### src/verilog/ancm_cfg.svh
// ancm_cfg.svh - register map, reset values and limits of the adaptive notch control
// assumes a 32-bit word bus with byte addresses
`ifndef ANCM_CFG_SVH
`define ANCM_CFG_SVH
`define ANCM_OFS_SEL   6'h00
`define ANCM_OFS_CMODE 6'h04
`define ANCM_OFS_RIGID 6'h08
`define ANCM_OFS_STAT  6'h0C
`define ANCM_OFS_FREQ  6'h10
`define ANCM_OFS_DEPTH 6'h20
`define ANCM_OFS_EST0  6'h30
`define ANCM_OFS_EST1  6'h34
`define ANCM_FREQ_MIN  13'h0032
`define ANCM_FREQ_MAX  13'h1387
`define ANCM_FREQ_OFF  13'h1388
`define ANCM_DEPTH_OFF 7'h64
`define ANCM_DEPTH_RST 7'h00
`define ANCM_CMODE_F5  4'h5
`define ANCM_CMODE_F6  4'h6
`define ANCM_SAVE_MIN  30
`define ANCM_CONV_CNT  4'h8
`endif

### src/verilog/ancm_pkg.sv
// ancm_pkg.sv - types of the adaptive notch control
// assumes nothing beyond the config header
package ancm_pkg;
  typedef enum logic [2:0] {
    ANCM_SEL_OFF, ANCM_SEL_ONE, ANCM_SEL_TWO, ANCM_SEL_MEAS, ANCM_SEL_CLEAR
  } ancm_sel_e;
  typedef enum logic {ANCM_ST_RESTORE, ANCM_ST_RUN} ancm_state_e;
  typedef logic [12:0] ancm_freq_t;
endpackage

### src/verilog/ancm_reg_if.sv
// ancm_reg_if.sv - register access carrier between bus slave and core
// assumes one clock domain
`timescale 1ns/1ns
interface ancm_reg_if;
  logic        wr_en;
  logic [5:0]  addr;
  logic [31:0] wdata;
  logic [31:0] rdata;
  modport slave (output wr_en, addr, wdata, input rdata);
  modport core  (input wr_en, addr, wdata, output rdata);
endinterface

### src/verilog/ancm_bus_slave.sv
// ancm_bus_slave.sv - avalon-mm slave with one wait cycle per access
// assumes the master holds its request until waitrequest is low
`timescale 1ns/1ns
module ancm_bus_slave (
  input  wire logic        clk_i,
  input  wire logic        sys_rst_i,
  input  wire logic [5:0]  address_i,
  input  wire logic        read_i,
  input  wire logic        write_i,
  input  wire logic [31:0] writedata_i,
  output logic [31:0]      readdata_o,
  output logic             waitrequest_o,
  ancm_reg_if.slave        rif
);
  // waitrequest drops for one cycle per request
  always_ff @(posedge clk_i or posedge sys_rst_i) begin
    if (sys_rst_i) begin
      waitrequest_o <= 1'b1;
    end else begin
      waitrequest_o <= !((read_i || write_i) && waitrequest_o);
    end
  end
  // read data captured while waiting
  always_ff @(posedge clk_i or posedge sys_rst_i) begin
    if (sys_rst_i) begin
      readdata_o <= 32'h0000_0000;
    end else if (read_i && waitrequest_o) begin
      readdata_o <= rif.rdata;
    end
  end
  // write takes effect at the accepting edge
  assign rif.wr_en = write_i && !waitrequest_o;
  assign rif.addr  = address_i;
  assign rif.wdata = writedata_i;
endmodule

### src/verilog/ancm_freq_est.sv
// ancm_freq_est.sv - smooths resonance candidates into one notch frequency
// assumes candidates arrive as single-cycle strobes on the core clock
`timescale 1ns/1ns
`include "ancm_cfg.svh"
module ancm_freq_est (
  input  wire logic               clk_i,
  input  wire logic               sys_rst_i,
  input  wire logic               clr_i,
  input  wire logic               hold_i,
  input  wire logic               load_i,
  input  wire ancm_pkg::ancm_freq_t load_val_i,
  input  wire logic               cand_valid_i,
  input  wire ancm_pkg::ancm_freq_t cand_i,
  output ancm_pkg::ancm_freq_t    est_o,
  output logic                    valid_o,
  output logic                    upd_o
);
  logic [3:0]  cnt_reg;
  logic [13:0] diff;
  // one quarter step toward each candidate
  assign diff = {1'b0, cand_i} - {1'b0, est_o};
  always_ff @(posedge clk_i or posedge sys_rst_i) begin
    if (sys_rst_i) begin
      est_o   <= `ANCM_FREQ_OFF;
      cnt_reg <= 4'h0;
      valid_o <= 1'b0;
      upd_o   <= 1'b0;
    end else begin
      upd_o <= 1'b0;
      // stored start value wins over a clear that stands at power-up
      if (load_i) begin
        est_o <= load_val_i;
      end else if (clr_i) begin
        est_o   <= `ANCM_FREQ_OFF;
        cnt_reg <= 4'h0;
        valid_o <= 1'b0;
      end else if (cand_valid_i && !hold_i) begin
        est_o <= est_o + 13'({{2{diff[13]}}, diff[13:2]});
        if (cnt_reg == `ANCM_CONV_CNT) begin
          valid_o <= 1'b1;
          upd_o   <= 1'b1;
        end else begin
          cnt_reg <= cnt_reg + 4'h1;
        end
      end
    end
  end
endmodule

### src/verilog/ancm_top.sv
// ancm_top.sv - adaptive notch control: selection, apply, hold, save, restore
// assumes vibration candidates, force flag and nonvolatile port on clk_i
`timescale 1ns/1ns
`include "ancm_cfg.svh"

//----------------------------------------------------------------------
// Function
// - estimate resonance from speed vibration and set notch frequency automatically
// - automatic frequencies go only to third or fourth notch
// - select 0 off, 1 one estimate, 2 two estimates each own notch
// - select 3 measures resonance but applies it to no notch
// - select 4 disables third and fourth notch and clears estimates
// - select 0 also resets mass estimation and adaptive state
// - 5000 Hz in third or fourth notch means that notch is off
// - third and fourth frequencies saved to nonvolatile memory every 30 min
// - saved frequencies restored after power-up as adaptive start values
// - adaptation suspended while force control is active
// - control mode 5 or 6 keeps the previous adaptive frequency
// - four notch filters in series on the force command
// - notch active only for frequency 50 to 4999 Hz
// - depth 100 disables notch, otherwise depth 0 to 99
//----------------------------------------------------------------------
module ancm_top #(
  parameter int unsigned     CLK_NS      = 10,
  parameter longint unsigned SAVE_CYCLES =
    longint'(`ANCM_SAVE_MIN) * 64'd60_000_000_000 / longint'(CLK_NS)
) (
  input  wire logic        clk_i,
  input  wire logic        sys_rst_i,
  input  wire logic [5:0]  avs_address_i,
  input  wire logic        avs_read_i,
  input  wire logic        avs_write_i,
  input  wire logic [31:0] avs_writedata_i,
  output logic [31:0]      avs_readdata_o,
  output logic             avs_waitrequest_o,
  input  wire logic        force_ctrl_i,
  input  wire logic        vib_valid_i,
  input  wire logic [12:0] vib_freq0_i,
  input  wire logic [12:0] vib_freq1_i,
  input  wire logic        nv_load_valid_i,
  input  wire logic [12:0] nv_freq3_i,
  input  wire logic [12:0] nv_freq4_i,
  output logic             nv_save_o,
  output logic [12:0]      nv_save3_o,
  output logic [12:0]      nv_save4_o,
  output logic [3:0][12:0] notch_freq_o,
  output logic [3:0][6:0]  notch_depth_o,
  output logic [3:0]       notch_en_o,
  output logic             adapt_rst_o
);
  // refuse a save interval the 38-bit timer cannot count
  if (SAVE_CYCLES < 2 || SAVE_CYCLES > 64'h3F_FFFF_FFFF || CLK_NS == 0) begin : g_bad_cfg
    $error("ancm_top: save interval out of range");
  end

  //--------------------------------------------------------------------
  // state and registers
  //--------------------------------------------------------------------
  ancm_reg_if rif ();
  ancm_pkg::ancm_sel_e     sel_reg;
  ancm_pkg::ancm_state_e   state_reg;
  logic [3:0]              cmode_reg;
  logic [3:0]              rigid_reg;
  logic [3:0][12:0]        freq_reg;
  logic [3:0][6:0]         depth_reg;
  logic [37:0]             save_cnt_reg;
  logic [1:0][12:0]        est;
  logic [1:0]              est_valid;
  logic [1:0]              est_upd;
  logic [3:0]              freq_hit;
  logic [3:0]              depth_hit;
  logic [3:0]              adapt_upd;
  logic [3:0]              en_next;
  logic                    est_clr;
  logic                    mode56;
  logic                    restore_load;
  logic                    save_due;

  //--------------------------------------------------------------------
  // bus slave
  //--------------------------------------------------------------------
  ancm_bus_slave u_slave (
    .clk_i         (clk_i),
    .sys_rst_i     (sys_rst_i),
    .address_i     (avs_address_i),
    .read_i        (avs_read_i),
    .write_i       (avs_write_i),
    .writedata_i   (avs_writedata_i),
    .readdata_o    (avs_readdata_o),
    .waitrequest_o (avs_waitrequest_o),
    .rif           (rif)
  );

  //--------------------------------------------------------------------
  // decode and control terms
  //--------------------------------------------------------------------
  // adaptive state cleared by select 0 or 4
  assign est_clr      = (sel_reg == ancm_pkg::ANCM_SEL_OFF) ||
                        (sel_reg == ancm_pkg::ANCM_SEL_CLEAR);
  assign mode56       = (cmode_reg == `ANCM_CMODE_F5) || (cmode_reg == `ANCM_CMODE_F6);
  assign restore_load = (state_reg == ancm_pkg::ANCM_ST_RESTORE) && nv_load_valid_i;
  assign save_due     = (save_cnt_reg == 38'(SAVE_CYCLES - 64'd1));

  // per notch hits and automatic updates
  genvar gi;
  generate
    for (gi = 0; gi < 4; gi++) begin : g_notch
      assign freq_hit[gi]  = rif.wr_en && (rif.addr == `ANCM_OFS_FREQ + 6'(4 * gi));
      assign depth_hit[gi] = rif.wr_en && (rif.addr == `ANCM_OFS_DEPTH + 6'(4 * gi));
      if (gi < 2) begin : g_manual
        assign adapt_upd[gi] = 1'b0;
      end else begin : g_auto
        assign adapt_upd[gi] = est_upd[gi-2] && !force_ctrl_i &&
          ((sel_reg == ancm_pkg::ANCM_SEL_TWO) ||
           (gi == 2 && sel_reg == ancm_pkg::ANCM_SEL_ONE));
      end
      // active only in range, with depth below 100
      assign en_next[gi] = (freq_reg[gi] >= `ANCM_FREQ_MIN) &&
                           (freq_reg[gi] <= `ANCM_FREQ_MAX) &&
                           (depth_reg[gi] != `ANCM_DEPTH_OFF) &&
                           !(gi >= 2 && force_ctrl_i && !mode56 &&
                             (sel_reg == ancm_pkg::ANCM_SEL_ONE ||
                              sel_reg == ancm_pkg::ANCM_SEL_TWO));
      // notch frequency register
      always_ff @(posedge clk_i or posedge sys_rst_i) begin
        if (sys_rst_i) begin
          freq_reg[gi] <= `ANCM_FREQ_OFF;
        end else if (gi >= 2 && restore_load) begin
          freq_reg[gi] <= (gi == 2) ? nv_freq3_i : nv_freq4_i;
        end else if (gi >= 2 && sel_reg == ancm_pkg::ANCM_SEL_CLEAR) begin
          freq_reg[gi] <= `ANCM_FREQ_OFF;
        end else if (freq_hit[gi]) begin
          freq_reg[gi] <= rif.wdata[12:0];
        end else if (adapt_upd[gi]) begin
          // modulo keeps the index legal in the manual slots as well
          freq_reg[gi] <= est[gi % 2];
        end
      end
      // notch depth register, values above 100 clipped to off
      always_ff @(posedge clk_i or posedge sys_rst_i) begin
        if (sys_rst_i) begin
          depth_reg[gi] <= `ANCM_DEPTH_RST;
        end else if (depth_hit[gi]) begin
          depth_reg[gi] <= (rif.wdata[6:0] > `ANCM_DEPTH_OFF) ? `ANCM_DEPTH_OFF :
                           rif.wdata[6:0];
        end
      end
    end
  endgenerate

  //--------------------------------------------------------------------
  // estimators, one per adaptive notch
  //--------------------------------------------------------------------
  ancm_freq_est u_est0 (
    .clk_i        (clk_i),
    .sys_rst_i    (sys_rst_i),
    .clr_i        (est_clr),
    .hold_i       (force_ctrl_i),
    .load_i       (restore_load),
    .load_val_i   (nv_freq3_i),
    .cand_valid_i (vib_valid_i),
    .cand_i       (vib_freq0_i),
    .est_o        (est[0]),
    .valid_o      (est_valid[0]),
    .upd_o        (est_upd[0])
  );
  ancm_freq_est u_est1 (
    .clk_i        (clk_i),
    .sys_rst_i    (sys_rst_i),
    .clr_i        (est_clr),
    .hold_i       (force_ctrl_i),
    .load_i       (restore_load),
    .load_val_i   (nv_freq4_i),
    .cand_valid_i (vib_valid_i),
    .cand_i       (vib_freq1_i),
    .est_o        (est[1]),
    .valid_o      (est_valid[1]),
    .upd_o        (est_upd[1])
  );

  //--------------------------------------------------------------------
  // software registers
  //--------------------------------------------------------------------
  // adaptive selection, unknown codes ignored
  always_ff @(posedge clk_i or posedge sys_rst_i) begin
    if (sys_rst_i) begin
      sel_reg <= ancm_pkg::ANCM_SEL_OFF;
    end else if (rif.wr_en && rif.addr == `ANCM_OFS_SEL &&
                 rif.wdata[2:0] <= 3'h4) begin
      sel_reg <= ancm_pkg::ancm_sel_e'(rif.wdata[2:0]);
    end
  end
  // control mode and rigidity selection
  always_ff @(posedge clk_i or posedge sys_rst_i) begin
    if (sys_rst_i) begin
      cmode_reg <= 4'h0;
      rigid_reg <= 4'h0;
    end else if (rif.wr_en && rif.addr == `ANCM_OFS_CMODE) begin
      cmode_reg <= rif.wdata[3:0];
    end else if (rif.wr_en && rif.addr == `ANCM_OFS_RIGID) begin
      rigid_reg <= rif.wdata[3:0];
    end
  end

  // read decode, unmapped reads as zero
  always_comb begin
    rif.rdata = 32'h0000_0000;
    if (rif.addr == `ANCM_OFS_SEL) begin
      rif.rdata = {29'h0, sel_reg};
    end else if (rif.addr == `ANCM_OFS_CMODE) begin
      rif.rdata = {28'h0, cmode_reg};
    end else if (rif.addr == `ANCM_OFS_RIGID) begin
      rif.rdata = {28'h0, rigid_reg};
    end else if (rif.addr == `ANCM_OFS_STAT) begin
      rif.rdata = {25'h0, notch_en_o, est_valid,
                   state_reg == ancm_pkg::ANCM_ST_RUN};
    end else if (rif.addr[5:4] == 2'h1) begin
      rif.rdata = {19'h0, freq_reg[rif.addr[3:2]]};
    end else if (rif.addr[5:4] == 2'h2) begin
      rif.rdata = {25'h0, depth_reg[rif.addr[3:2]]};
    end else if (rif.addr == `ANCM_OFS_EST0) begin
      rif.rdata = {19'h0, est[0]};
    end else if (rif.addr == `ANCM_OFS_EST1) begin
      rif.rdata = {19'h0, est[1]};
    end
  end

  //--------------------------------------------------------------------
  // restore and periodic save
  //--------------------------------------------------------------------
  // wait for stored frequencies after power-up
  always_ff @(posedge clk_i or posedge sys_rst_i) begin
    if (sys_rst_i) begin
      state_reg <= ancm_pkg::ANCM_ST_RESTORE;
    end else begin
      case (state_reg)
        ancm_pkg::ANCM_ST_RESTORE: begin
          if (nv_load_valid_i) begin
            state_reg <= ancm_pkg::ANCM_ST_RUN;
          end
        end
        default: begin
          state_reg <= ancm_pkg::ANCM_ST_RUN;
        end
      endcase
    end
  end
  // save timer and snapshot
  always_ff @(posedge clk_i or posedge sys_rst_i) begin
    if (sys_rst_i) begin
      save_cnt_reg <= 38'h0;
      nv_save_o    <= 1'b0;
      nv_save3_o   <= `ANCM_FREQ_OFF;
      nv_save4_o   <= `ANCM_FREQ_OFF;
    end else begin
      nv_save_o <= 1'b0;
      if (save_due) begin
        save_cnt_reg <= 38'h0;
        nv_save_o    <= 1'b1;
        nv_save3_o   <= freq_reg[2];
        nv_save4_o   <= freq_reg[3];
      end else begin
        save_cnt_reg <= save_cnt_reg + 38'h1;
      end
    end
  end

  //--------------------------------------------------------------------
  // filter outputs
  //--------------------------------------------------------------------
  // four notches handed to the series filter chain
  always_ff @(posedge clk_i or posedge sys_rst_i) begin
    if (sys_rst_i) begin
      notch_freq_o  <= {4{`ANCM_FREQ_OFF}};
      notch_depth_o <= {4{`ANCM_DEPTH_RST}};
      notch_en_o    <= 4'h0;
      adapt_rst_o   <= 1'b1;
    end else begin
      notch_freq_o  <= freq_reg;
      notch_depth_o <= depth_reg;
      notch_en_o    <= en_next;
      adapt_rst_o   <= est_clr;
    end
  end
endmodule
### config.mk
export PLATFORM = sky130hd
export DESIGN_NAME = ancm_top
export DESIGN_NICKNAME = d
export VERILOG_FILES = /design/src/verilog/ancm_pkg.sv /design/src/verilog/ancm_reg_if.sv /design/src/verilog/ancm_bus_slave.sv /design/src/verilog/ancm_freq_est.sv /design/src/verilog/ancm_top.sv
export VERILOG_INCLUDE_DIRS = /design/src /design/src/verilog
export SDC_FILE = /design/constraint.sdc
export NUM_CORES = 1
export LEC_CHECK = 0
export BUFFER_PORTS_ARGS = -buffer_cell sky130_fd_sc_hd__buf_4
export CAP_MARGIN = 15
export CELL_PAD_IN_SITES_DETAIL_PLACEMENT = 0
export CELL_PAD_IN_SITES_GLOBAL_PLACEMENT = 1
export CORE_MARGIN = 5
export CORE_UTILIZATION = 48
export DETAILED_ROUTE_END_ITERATION = 8
export PLACE_DENSITY_LB_ADDON = 0.3
export SLEW_MARGIN = 0
export SYNTH_ARGS = -nofsm -noshare
export SYNTH_HDL_FRONTEND = slang
export SYNTH_SLANG_ARGS = --single-unit
### constraint.sdc
create_clock -name clk_i -period 26.1 [get_ports clk_i]
set_clock_uncertainty 0.2 [all_clocks]
set_input_delay 7.83 -clock clk_i [delete_from_list [all_inputs] [get_ports clk_i]]
set_output_delay 7.83 -clock clk_i [all_outputs]
set_load 0.05 [all_outputs]
Yosys cells after proc, flatten, opt, wreduce, memory -nomap -nowiden
Cells that the tools add are included.
{"block": "word_totals", "output_inout_bits": 145, "wordCells": 192, "input_bits": 97, "register_bits": 313}
{"block": "op_classes", "n_lt_le_gt_ge": 11, "reduce_logical": 55, "muxes": 51, "n_addsub": 7, "bitwise": 3, "n_eq_ne": 29}
{"operator": "$mux 13", "n": 23}
{"operator": "$ge 13x6->1 const B", "n": 4}
{"operator": "$le 13x13->1 const B", "n": 4}
{"operator": "$add 38x1->38 const B", "n": 1}
{"operator": "$eq 38x38->1 const B", "n": 1}
{"operator": "$mux 38", "n": 1}
{"operator": "$eq 6x6->1 const B", "n": 6}
{"operator": "$logic_and 1x1->1", "n": 33}
{"operator": "$ne 7x7->1 const B", "n": 4}
{"operator": "$sub 13x13->14", "n": 2}
{"operator": "$add 13x13->13", "n": 2}
{"operator": "$bmux 13 s2", "n": 1}
{"operator": "$eq 6x5->1 const B", "n": 4}
{"operator": "$mux 4", "n": 6}
{"operator": "$mux 1", "n": 17}
{"operator": "$bmux 7 s2", "n": 1}
{"operator": "$mux 7", "n": 2}
{"operator": "$eq 6x4->1 const B", "n": 2}
{"operator": "$reduce_and 3->1", "n": 4}
{"operator": "$add 4x1->4 const B", "n": 2}
{"operator": "$eq 4x3->1 const B", "n": 2}
{"operator": "$eq 4x4->1 const B", "n": 2}
{"operator": "$reduce_bool 4->1", "n": 2}
{"operator": "$gt 7x7->1 const B", "n": 1}
{"operator": "17 further kinds", "n": 29}

Longest topological paths before layout
Gate-level depths: netlist (run 1).
{"block": "depth", "ltp_word": 9, "depth_mapped": 17, "depth_no_buf": 17}

Modules after synthesis
Synthesis (run 1) repeated with hierarchy kept, for this count alone.
{"block": "hier_totals", "cells_unflattened": 1442, "area_unflattened_um2": 16214.3}
{"mod": "ancm_top", "area_per_inst_um2": 10739.0, "instances": 1, "cells_each": 874, "seq_area_each_um2": 6119.6}
{"mod": "ancm_freq_est (u_est0)", "area_per_inst_um2": 1933.1, "instances": 1, "cells_each": 236, "seq_area_each_um2": 481.7}
{"mod": "ancm_freq_est (u_est1)", "area_per_inst_um2": 1868.0, "instances": 1, "cells_each": 222, "seq_area_each_um2": 481.7}
{"mod": "ancm_bus_slave", "area_per_inst_um2": 1674.1, "instances": 1, "cells_each": 110, "seq_area_each_um2": 827.0}

Worst setup path before layout (run 1)
No wires, ideal clock.
{"block": "synth_timing", "kind": "in2reg", "startpoint": "input vib_freq1_i[2]", "endpoint": "register u_est1.est_o[12]", "path_slack_ns": 15.074, "setup_ns": 0.077, "path_buffers": 0, "t_required_ns": 25.823, "t_arrival_ns": 10.749, "cell_stages": 15, "path_cell_list": "ha_1 > o21a_1 > nor2_1 > a211oi_1 > nand3b_1 > a21o_1 > a21oi_1 > xnor2_1 > ha_1 > or3_1 > a31oi_1 > o21ai_0 > and3_1 > or4_1 > a31oi_1"}
{"block": "synth_between", "elab_chain_len": 5}
{"item": "from (decl)", "line_no": "ancm_top.sv:39", "rtl": "input wire logic [12:0] vib_freq1_i,"}
{"item": "$sub 13x13->14", "line_no": "ancm_freq_est.sv:21", "rtl": "assign diff = {1'b0, cand_i} - {1'b0, est_o};"}
{"item": "$add 13x13->13", "line_no": "ancm_freq_est.sv:38", "rtl": "est_o <= est_o + 13'({{2{diff[13]}}, diff[13:2]});"}
{"item": "$mux 13", "line_no": "ancm_freq_est.sv:37", "rtl": "end else if (cand_valid_i && !hold_i) begin"}
{"item": "$mux 13", "line_no": "ancm_freq_est.sv:33", "rtl": "end else if (clr_i) begin"}
{"item": "$mux 13", "line_no": "ancm_freq_est.sv:31", "rtl": "if (load_i) begin"}
{"item": "to (signal assigned)", "line_no": "ancm_freq_est.sv:32", "rtl": "est_o <= load_val_i;"}
{"item": "to (signal assigned)", "line_no": "ancm_freq_est.sv:34", "rtl": "est_o <= `ANCM_FREQ_OFF;"}
{"item": "to (signal assigned)", "line_no": "ancm_freq_est.sv:38"}
{"item": "to (decl)", "line_no": "ancm_freq_est.sv:14", "rtl": "output ancm_pkg::ancm_freq_t est_o,"}
No other way between the ends. The select of a mux whose other input is x is not followed.
A chain may end at the register's enable or synchronous reset.

Worst setup path after layout (run 1)
{"block": "layout_timing", "startpoint": "input vib_freq1_i[7]", "endpoint": "register u_est1.est_o[12]"}
The elaborated chain is that of the path after synthesis.

==> results.txt, run 1 <==
* Core Area: 30430 um^2
- Starting density of the core: 48.40%
* Pre-antenna DRT Iters: 8
* Yosys reg bits: 294
* Global placer's final weighted congestion: 0.8995
* Final critical delay including setup and external delays: 10.99 ns
* Placement-stage worst setup slack: 14.56 ns
* Most frequently used flop master after synthesis: dfrtp_1
* Number of synthesized flops with an enable pin: 0
- The most critical setup path has its startpoint at vib_freq1_i[7].
- Among all cell types in the netlist, the one instantiated most often is dfrtp_1.
- Number of nets in the layout: 1674
- Initial drt markers: 1187
- Final antenna-violating net count: 0
* Fraction of post-synthesis cell area in the top cell type by area: 39.42%
- Ranking of synthesized cells by instance count: dfrtp_1 (232), nand2_1 (121), o21ai_0 (99)
- In the routed layout, each cell is associated on average with a via count of 5.718.
- Counting every sink on the clock net gives 294.
- Placed wire-length estimate: 31470 um
* Sequential share of the synthesized area: 50.48%
- Clock-pin slew was measured on the worst setup and hold paths at 0.06 ns.
- Cell types with the largest area share after synthesis: dfrtp_1 (39%), dfstp_2 (11%), mux2_2 (5.4%), ha_1 (4.7%), o21ai_0 (3.4%)
* Register cell area after layout: 7435 um^2
- For the worst flop-to-flop path, the logic depth is 17.
* Synthesized cell area: 14730 um^2
- Initial antenna violation count: 0
- First-pass GRT wire length: 63660 um
- I/O pin count: 242
- Compared with the post-synthesis result, the final layout area differs by 18.83%.
- STA classifies the critical path endpoint as a register.
- The worst register-to-register path begins at u_est1.est_o[7]$_DFFE_PP1P_.
* Max Fanout on Critical Path: 5
- Placement row count: 64
- STA puts the critical path data arrival time at 11.26 ns.
- Average wire length per cell after detail routing: 21.36 um
- Sum of negative setup slack: 0 ns
- Maximum number of pins on one net before global-route repair: 122
- Clock tree root driver cell: clkbuf_16
- Aggregate routed wire length: 41440 um
- Layout cells sized above 1: 29.27%
* Reg2Reg Setup Slack: 21.83 ns
* Clk buf depth: 3
- Clock latency on the worst-skew pair, taken at its later pin, is 0.54 ns.
- Post-CTS Setup Bufs: 0
* Yosys warnings: 0
* Synth Instances: 1324
- In this run the critical register-to-register path is captured at u_est1.est_o[12]$_DFFE_PP1P_.
- Post-CTS Resized: 0
- Final std cells w/o fill: 1940
* Synth unique cells: 78
- For this run, the total global-route usage over all layers was measured as 23.85%.
- I/O Buffers: 203
- Crit Path Category: input port to register
* Relative slew slack: 35.88%
* Power per cell area: 65.94 nW/um^2
- For this run the aggregate overflow at the end of global routing stands at 0.
- Cell Count Post-Placement: 1884
* Total of endpoints with negative setup slack in the final report: 0
- FMAX: 0.09095 GHz
* Static Leak: 8.308 nW
- The worst setup path is launched from an input port.
* Async S/R FF share, synth: 100.0%
- Avg Inst Size Synth: 11.12 um^2
- Of the available clock period, the critical path in the final layout requires 42.13%.
- Die height: 185.2 um
* Final hold violation count: 0
- The die covers 34290 um^2.
* Maximum resistive drop on vdd: 0.00003831 V
- In this run the worst setup path terminates at u_est1.est_o[12]$_DFFE_PP1P_.
* Routed vias: 11090
- The run finished with clean final reports.
- The worst path meets setup with 15.11 ns of slack.
* Library cell with the largest summed area after synthesis: dfrtp_1
- Multi-input gate area in the final layout: 6804 um^2
- Worst-Margin Slew: 0.9587 ns
- The number of antenna diodes in the final layout is 0.
- TritonCTS clock tree: built
- Hold repair after CTS inserted 0 buffers.
- Setup repair after global routing left no endpoint under its margin.
* Min-Delay Path Class: register to register
- Required time of the critical path: 26.36 ns
* Fillers: 2599
- TritonCTS Buffers: 30
- Maximum capacitance violations: 0
- Post-route DRC: 0
* Via count of the first global-routing pass: 10770
* Number of max-slew violations in the final report: 0
- Max H-tree Level: 1
- Measured along the x axis, the die boundary spans 185.2 um.
- Power comes to 0.001154 W.
-- per-stage QoR --
step	cell area (um^2)	util [%]	hold slack, ns
6_report	17500	57.52	0.1957
5_1_grt	17500	57.52	0.2024
4_1_cts	17500	57.52	0.1946
3_5_place_dp	16520	54.28	0.1907
3_3_place_gp	16520	54.28	0.1842
2_1_floorplan	14800	-	0.1644
-- final cells by class --
cell class,instances,share of cell area [%]
Clock buffer,47,5.176
Clock inverter,9,0.4575
Inverter,49,1.094
Multi-Input combinational cell,933,38.87
Sequential cell,294,42.48
Tap cell,396,2.831
Timing Repair Buffer,212,9.093
-- cell families after synthesis --
family                     count (synthesis)  synth area share [%]
adders and majority gates                 57                 4.944
DFF                                      294                 50.48
xor gates and xnor gates                  74                 4.400
muxes                                    134                 12.09
buffers and inverters                    115                 3.789
AOI/OAI and AO/OA                        289                 12.43
and+or+nand+nor                          360                 11.85
other                                      1               0.02546
-- worst min-delay path by stage --
stage                                         from                         end  depth (start not counted)
after floorplan           freq_reg[13]$_DFFE_PP0P_  notch_freq_o[13]$_DFF_PP0_                          0
after global placement    freq_reg[13]$_DFFE_PP0P_  notch_freq_o[13]$_DFF_PP0_                          0
after detailed placement  freq_reg[16]$_DFFE_PP1P_  notch_freq_o[16]$_DFF_PP1_                          0
after CTS                 freq_reg[16]$_DFFE_PP1P_  notch_freq_o[16]$_DFF_PP1_                          0
after global routing      freq_reg[16]$_DFFE_PP1P_  notch_freq_o[16]$_DFF_PP1_                          0
final                     freq_reg[16]$_DFFE_PP1P_  notch_freq_o[16]$_DFF_PP1_                          0
-- cell usage in the layout (no fill, tap or decap), drive strengths merged, types with 12 or more instances in the layout --
cell type	n
dfrtp	232
buf	212
nand2	122
o21ai	100
nor2	98
mux2	91
a21oi	62
dfstp	62
ha	55
inv	49
clkbuf	47
xnor2	41
xor2	33
nand3	30
mux2i	23
mux4	20
nor3	20
conb	19
o21a	18
a21o	13
nand4	13
nor2b	12
nand2b	12
-- metal layers --
layer / vias to the layer above / share of wire (%) / track usage (%)
met5: - / 0 / 0
met4: 0 / 2.8 / 6.224
met3: 83 / 7.2 / 3.378
met2: 431 / 47 / 38.72
met1: 5461 / 43 / 34.06
li1: 5117 / - / -
-- critical path, stage by stage --
cell	delay, ns
buf_4	0.11
ha_1	0.36
and4_1	0.25
nand2_1	0.06
a211oi_1	0.39
nand3b_1	0.21
a21o_1	0.16
a21oi_1	0.09
xnor2_1	0.13
ha_1	0.32
o21ai_0	0.19
nand2b_1	0.11
a31oi_1	0.16
o21ai_0	0.12
and3_1	0.21
or4_1	0.39
a31oi_1	0.18
-- where the power goes --
part           switching (W)  total (W)  internal, W
registers          0.0000280   0.000517     0.000489
clock network       0.000173   0.000420     0.000247
logic               0.000141   0.000217    0.0000763
total               0.000342    0.00115     0.000812
(Power assumes the default switching activity.)
==> run 2, diff against run 1 <==
--- a/config.mk
+++ b/config.mk
@@ -11,7 +11,7 @@
 export CELL_PAD_IN_SITES_DETAIL_PLACEMENT = 0
 export CELL_PAD_IN_SITES_GLOBAL_PLACEMENT = 1
 export CORE_MARGIN = 5
-export CORE_UTILIZATION = 48
+export CORE_UTILIZATION = 41
 export DETAILED_ROUTE_END_ITERATION = 8
 export PLACE_DENSITY_LB_ADDON = 0.3
 export SLEW_MARGIN = 0
==> constraint.sdc (replaced) <==
create_clock -name clk_i -period 9.8 [get_ports clk_i]
set_clock_uncertainty 0.2 [all_clocks]
set_input_delay 2.94 -clock clk_i [delete_from_list [all_inputs] [get_ports clk_i]]
set_output_delay 2.94 -clock clk_i [all_outputs]
set_load 0.05 [all_outputs]
==> run 2 against run 1 <==
Net effect:
- worst setup slack worse by 11 ns
- first-iteration DRC count is 20% lower
- register-to-register slack worse by 16 ns
- sequential power grew to 2.7 times the previous value
- final cell count is 3.2% higher
- design area is 0.30% higher
- critical endpoint unchanged
- highest routed layer unchanged
==> results.txt, run 2 (synthesis results as in run 1) <==
* Outcome: finished, final reports clean
* Max Fanout on Critical Path: 5
* Post-CTS Setup Bufs: 0
- Reg2Reg Setup Slack: 5.42 ns
- Cells traversed along the worst timing path: buf_4 > ha_1 > and4_1 > nand2_1 > a211oi_1 > nand3b_1 > a21o_1 > a21oi_1 > xnor2_1 > ha_1 > o21ai_0 > nand2b_1 > a31oi_1 > o21ai_0 > and3_1 > or4_1 > a31oi_1
- Cts hold-fix bufs: 0
- Cell with the largest stage delay on the worst path: or4_1
* Multi-input gate area in the final layout: 6804 um^2
- Arrival time at the worst endpoint: 6.45 ns
- In this run the count of I/O pins placed on the die edge is 242.
- Critical path capture point type: register
* Number of nets in the layout: 1672
- Starting density of the core: 41.51%
* Clock slew seen by the registers of the worst setup and hold paths: 0.07 ns
- Across the VDD grid, the largest voltage drop is 0.0001639 V.
- Sort of element at the start of the critical path: input port
- TritonCTS Buffers: 29
* Clk buf depth: 3
- Crit path buffers/inverters: 1
* Final antenna-violating net count: 0
- Setup repair after global routing missed its margin: no
- Proportion of total power due to net switching: 30.75%
- Global routing used 21.48% of the available tracks across all layers.
- For this run, the detailed router's first-pass iteration total came to 7.
- Sum of negative setup slack: 0 ns
- Final Power: 0.003067 W
- Layout Area Growth over Synthesis: 19.19%
- Final hold violation count: 0
* Die height: 199.5 um
* Average wire length per cell after detail routing: 21.71 um
* TritonCTS clock tree: built
- Relative slew slack: 31.47%
* Maximum number of pins on one net before global-route repair: 171
* Final std cells w/o fill: 2002
* Most frequent cells in the layout: dfrtp_1 (232), buf_4 (210), nand2_1 (121)
- The initialized floorplan defines 69 standard-cell rows.
- Combinational logic is responsible for 19.0% of the overall power.
- At the placement stage, the worst setup path has a slack of 3.034 ns.
* Power per cell area: 174.7 nW/um^2
- The via count of the first global-routing pass came to 11040.
- The detailed router finished its first iteration with 953 violations.
* Most common library cell in the layout ignoring fill and taps: dfrtp_1
* Flop pwr share: 44.9%
* Clock tree root driver cell: clkbuf_16
* I/O Buffers: 203
- Routed vias: 11060
- Crit Path Category: input port to register
- Clock latency on the worst-skew pair, taken at its later pin, is 0.56 ns.
* Aggregate routed wire length: 43460 um
* Core Area: 35480 um^2
* Total of endpoints with negative setup slack in the final report: 0
- Clock tree synthesis found a total of 294 sinks.
- The smallest clock period supported by the final layout is computed as 6.171 ns.
- Min-Delay Path Class: register to register
- Post-route DRC: 0
- Internal Dissipation: 0.002124 W
- After layout, the worst path uses 62.97% of the clock period.
- Overflow left after global routing: 0
* Initial antenna violation count: 0
- Among cell families on the critical path, the largest total delay comes from compound AO/OA/AOI/OAI gates.
- Detailed placement finished with a half-perimeter wire length of 33080 um.
- Static Leak: 8.288 nW
- Across the run, the number of max-cap violations was 0.
* Relative contribution of the clock network to total power: 36.1%
- Final hold analysis gives a worst-case slack of 0.1981 ns.
- At the pin with the least slew margin, the transition time is 1.025 ns.
- The floorplan step defined a die boundary enclosing 39820 um^2.
- Once routing completed, OpenROAD measured the worst setup slack at 3.629 ns.
- Dividing the detail-routed via count by the number of cells gives 5.523.
- Critical path's largest stage delay: 0.40 ns
* Post-CTS Resized: 0
* Register cell area after layout: 7435 um^2
- Static timing analysis puts the maximum clock frequency at 0.1620 GHz.
* Net Switching: 0.0009432 W
* Fillers: 3260
- The first global-routing pass estimated 66460 um of wire.
- Number of max-slew violations in the final report: 0
- The floorplan step set the die width to 199.5 um.
- Required time of the critical path: 10.08 ns
- Diodes inserted: 0
- Layout cells sized above 1: 29.33%
- Max H-tree Level: 1
- Cell Count Post-Placement: 1948
- Routability-driven placement finished with a final weighted congestion of 0.8479.
-- run 2: cell count changes in the layout (fill, tap and decap cells not counted) --
| cell | change |
|---|---|
| buf_12 | +1 |
| buf_4 | -2 |
| clkbuf_1 | -3 |
| clkbuf_16 | -2 |
| clkbuf_8 | -2 |
| clkinv_2 | -3 |
| clkinv_4 | +3 |
| inv_6 | +5 |
-- run 2: final timing paths --
check                                            start                           end  cells past startpoint
setup / recovery                        vib_freq1_i[7]  u_est1.est_o[12]$_DFFE_PP1P_                     17
hold / removal                freq_reg[20]$_DFFE_PP1P_    notch_freq_o[20]$_DFF_PP1_                      0
setup reg to reg           u_est1.est_o[7]$_DFFE_PP1P_  u_est1.est_o[12]$_DFFE_PP1P_                     17
hold reg to reg               freq_reg[20]$_DFFE_PP1P_    notch_freq_o[20]$_DFF_PP1_                      0
max in group asynchronous                    sys_rst_i  u_est1.est_o[10]$_DFFE_PP0P_                      4
min in group asynchronous                    sys_rst_i    save_cnt_reg[33]$_DFF_PP0_                      2
-- run 2: power by group through the flow --
stage / clock, W / combinational [W] / sequential (W)
after floorplan: 0 / 0.000281 / 0.00150
after global placement: 0 / 0.000577 / 0.00140
after detailed placement: 0 / 0.000584 / 0.00140
after CTS: 0.00113 / 0.000586 / 0.00138
after global routing: 0.00118 / 0.000628 / 0.00138
final: 0.00111 / 0.000583 / 0.00138
-- run 2: layout make-up --
class	instances	area share [%]
Sequential cell	294	42.35
Multi-Input combinational cell	933	38.76
Timing Repair Buffer	211	9.094
Clock buffer	40	4.654
Tap cell	461	3.286
Inverter	49	1.069
Clock inverter	14	0.7911
-- run 2: metal layers --
metal	GRT usage, %	up-vias	wire length [um]
met2	35.50	369	20660
met4	4.704	0	935
li1	-	5123	-
met1	30.96	5507	19060
met5	0	-	0
met3	2.091	59	2800
-- run 2: worst register-to-register path, cell delays in order (launching register included) --
cell	delay (ns)
dfstp_2	0.58
inv_1	0.11
ha_1	0.38
and4_1	0.25
nand2_1	0.06
a211oi_1	0.37
nand3b_1	0.21
a21o_1	0.16
a21oi_1	0.08
xnor2_1	0.14
ha_1	0.32
o21ai_0	0.23
nand2b_1	0.13
a31oi_1	0.19
o21ai_0	0.13
and3_1	0.22
or4_1	0.40
a31oi_1	0.18
-- run 2: through the flow --
| stage | instance area (um^2) | utilization (%) |
|---|---|---|
| after global routing | 17560 | 49.48 |
| after CTS | 17560 | 49.48 |
| after global placement | 16600 | 46.78 |
| final | 17560 | 49.48 |
| after detailed placement | 16600 | 46.78 |
| after floorplan | 14800 | - |
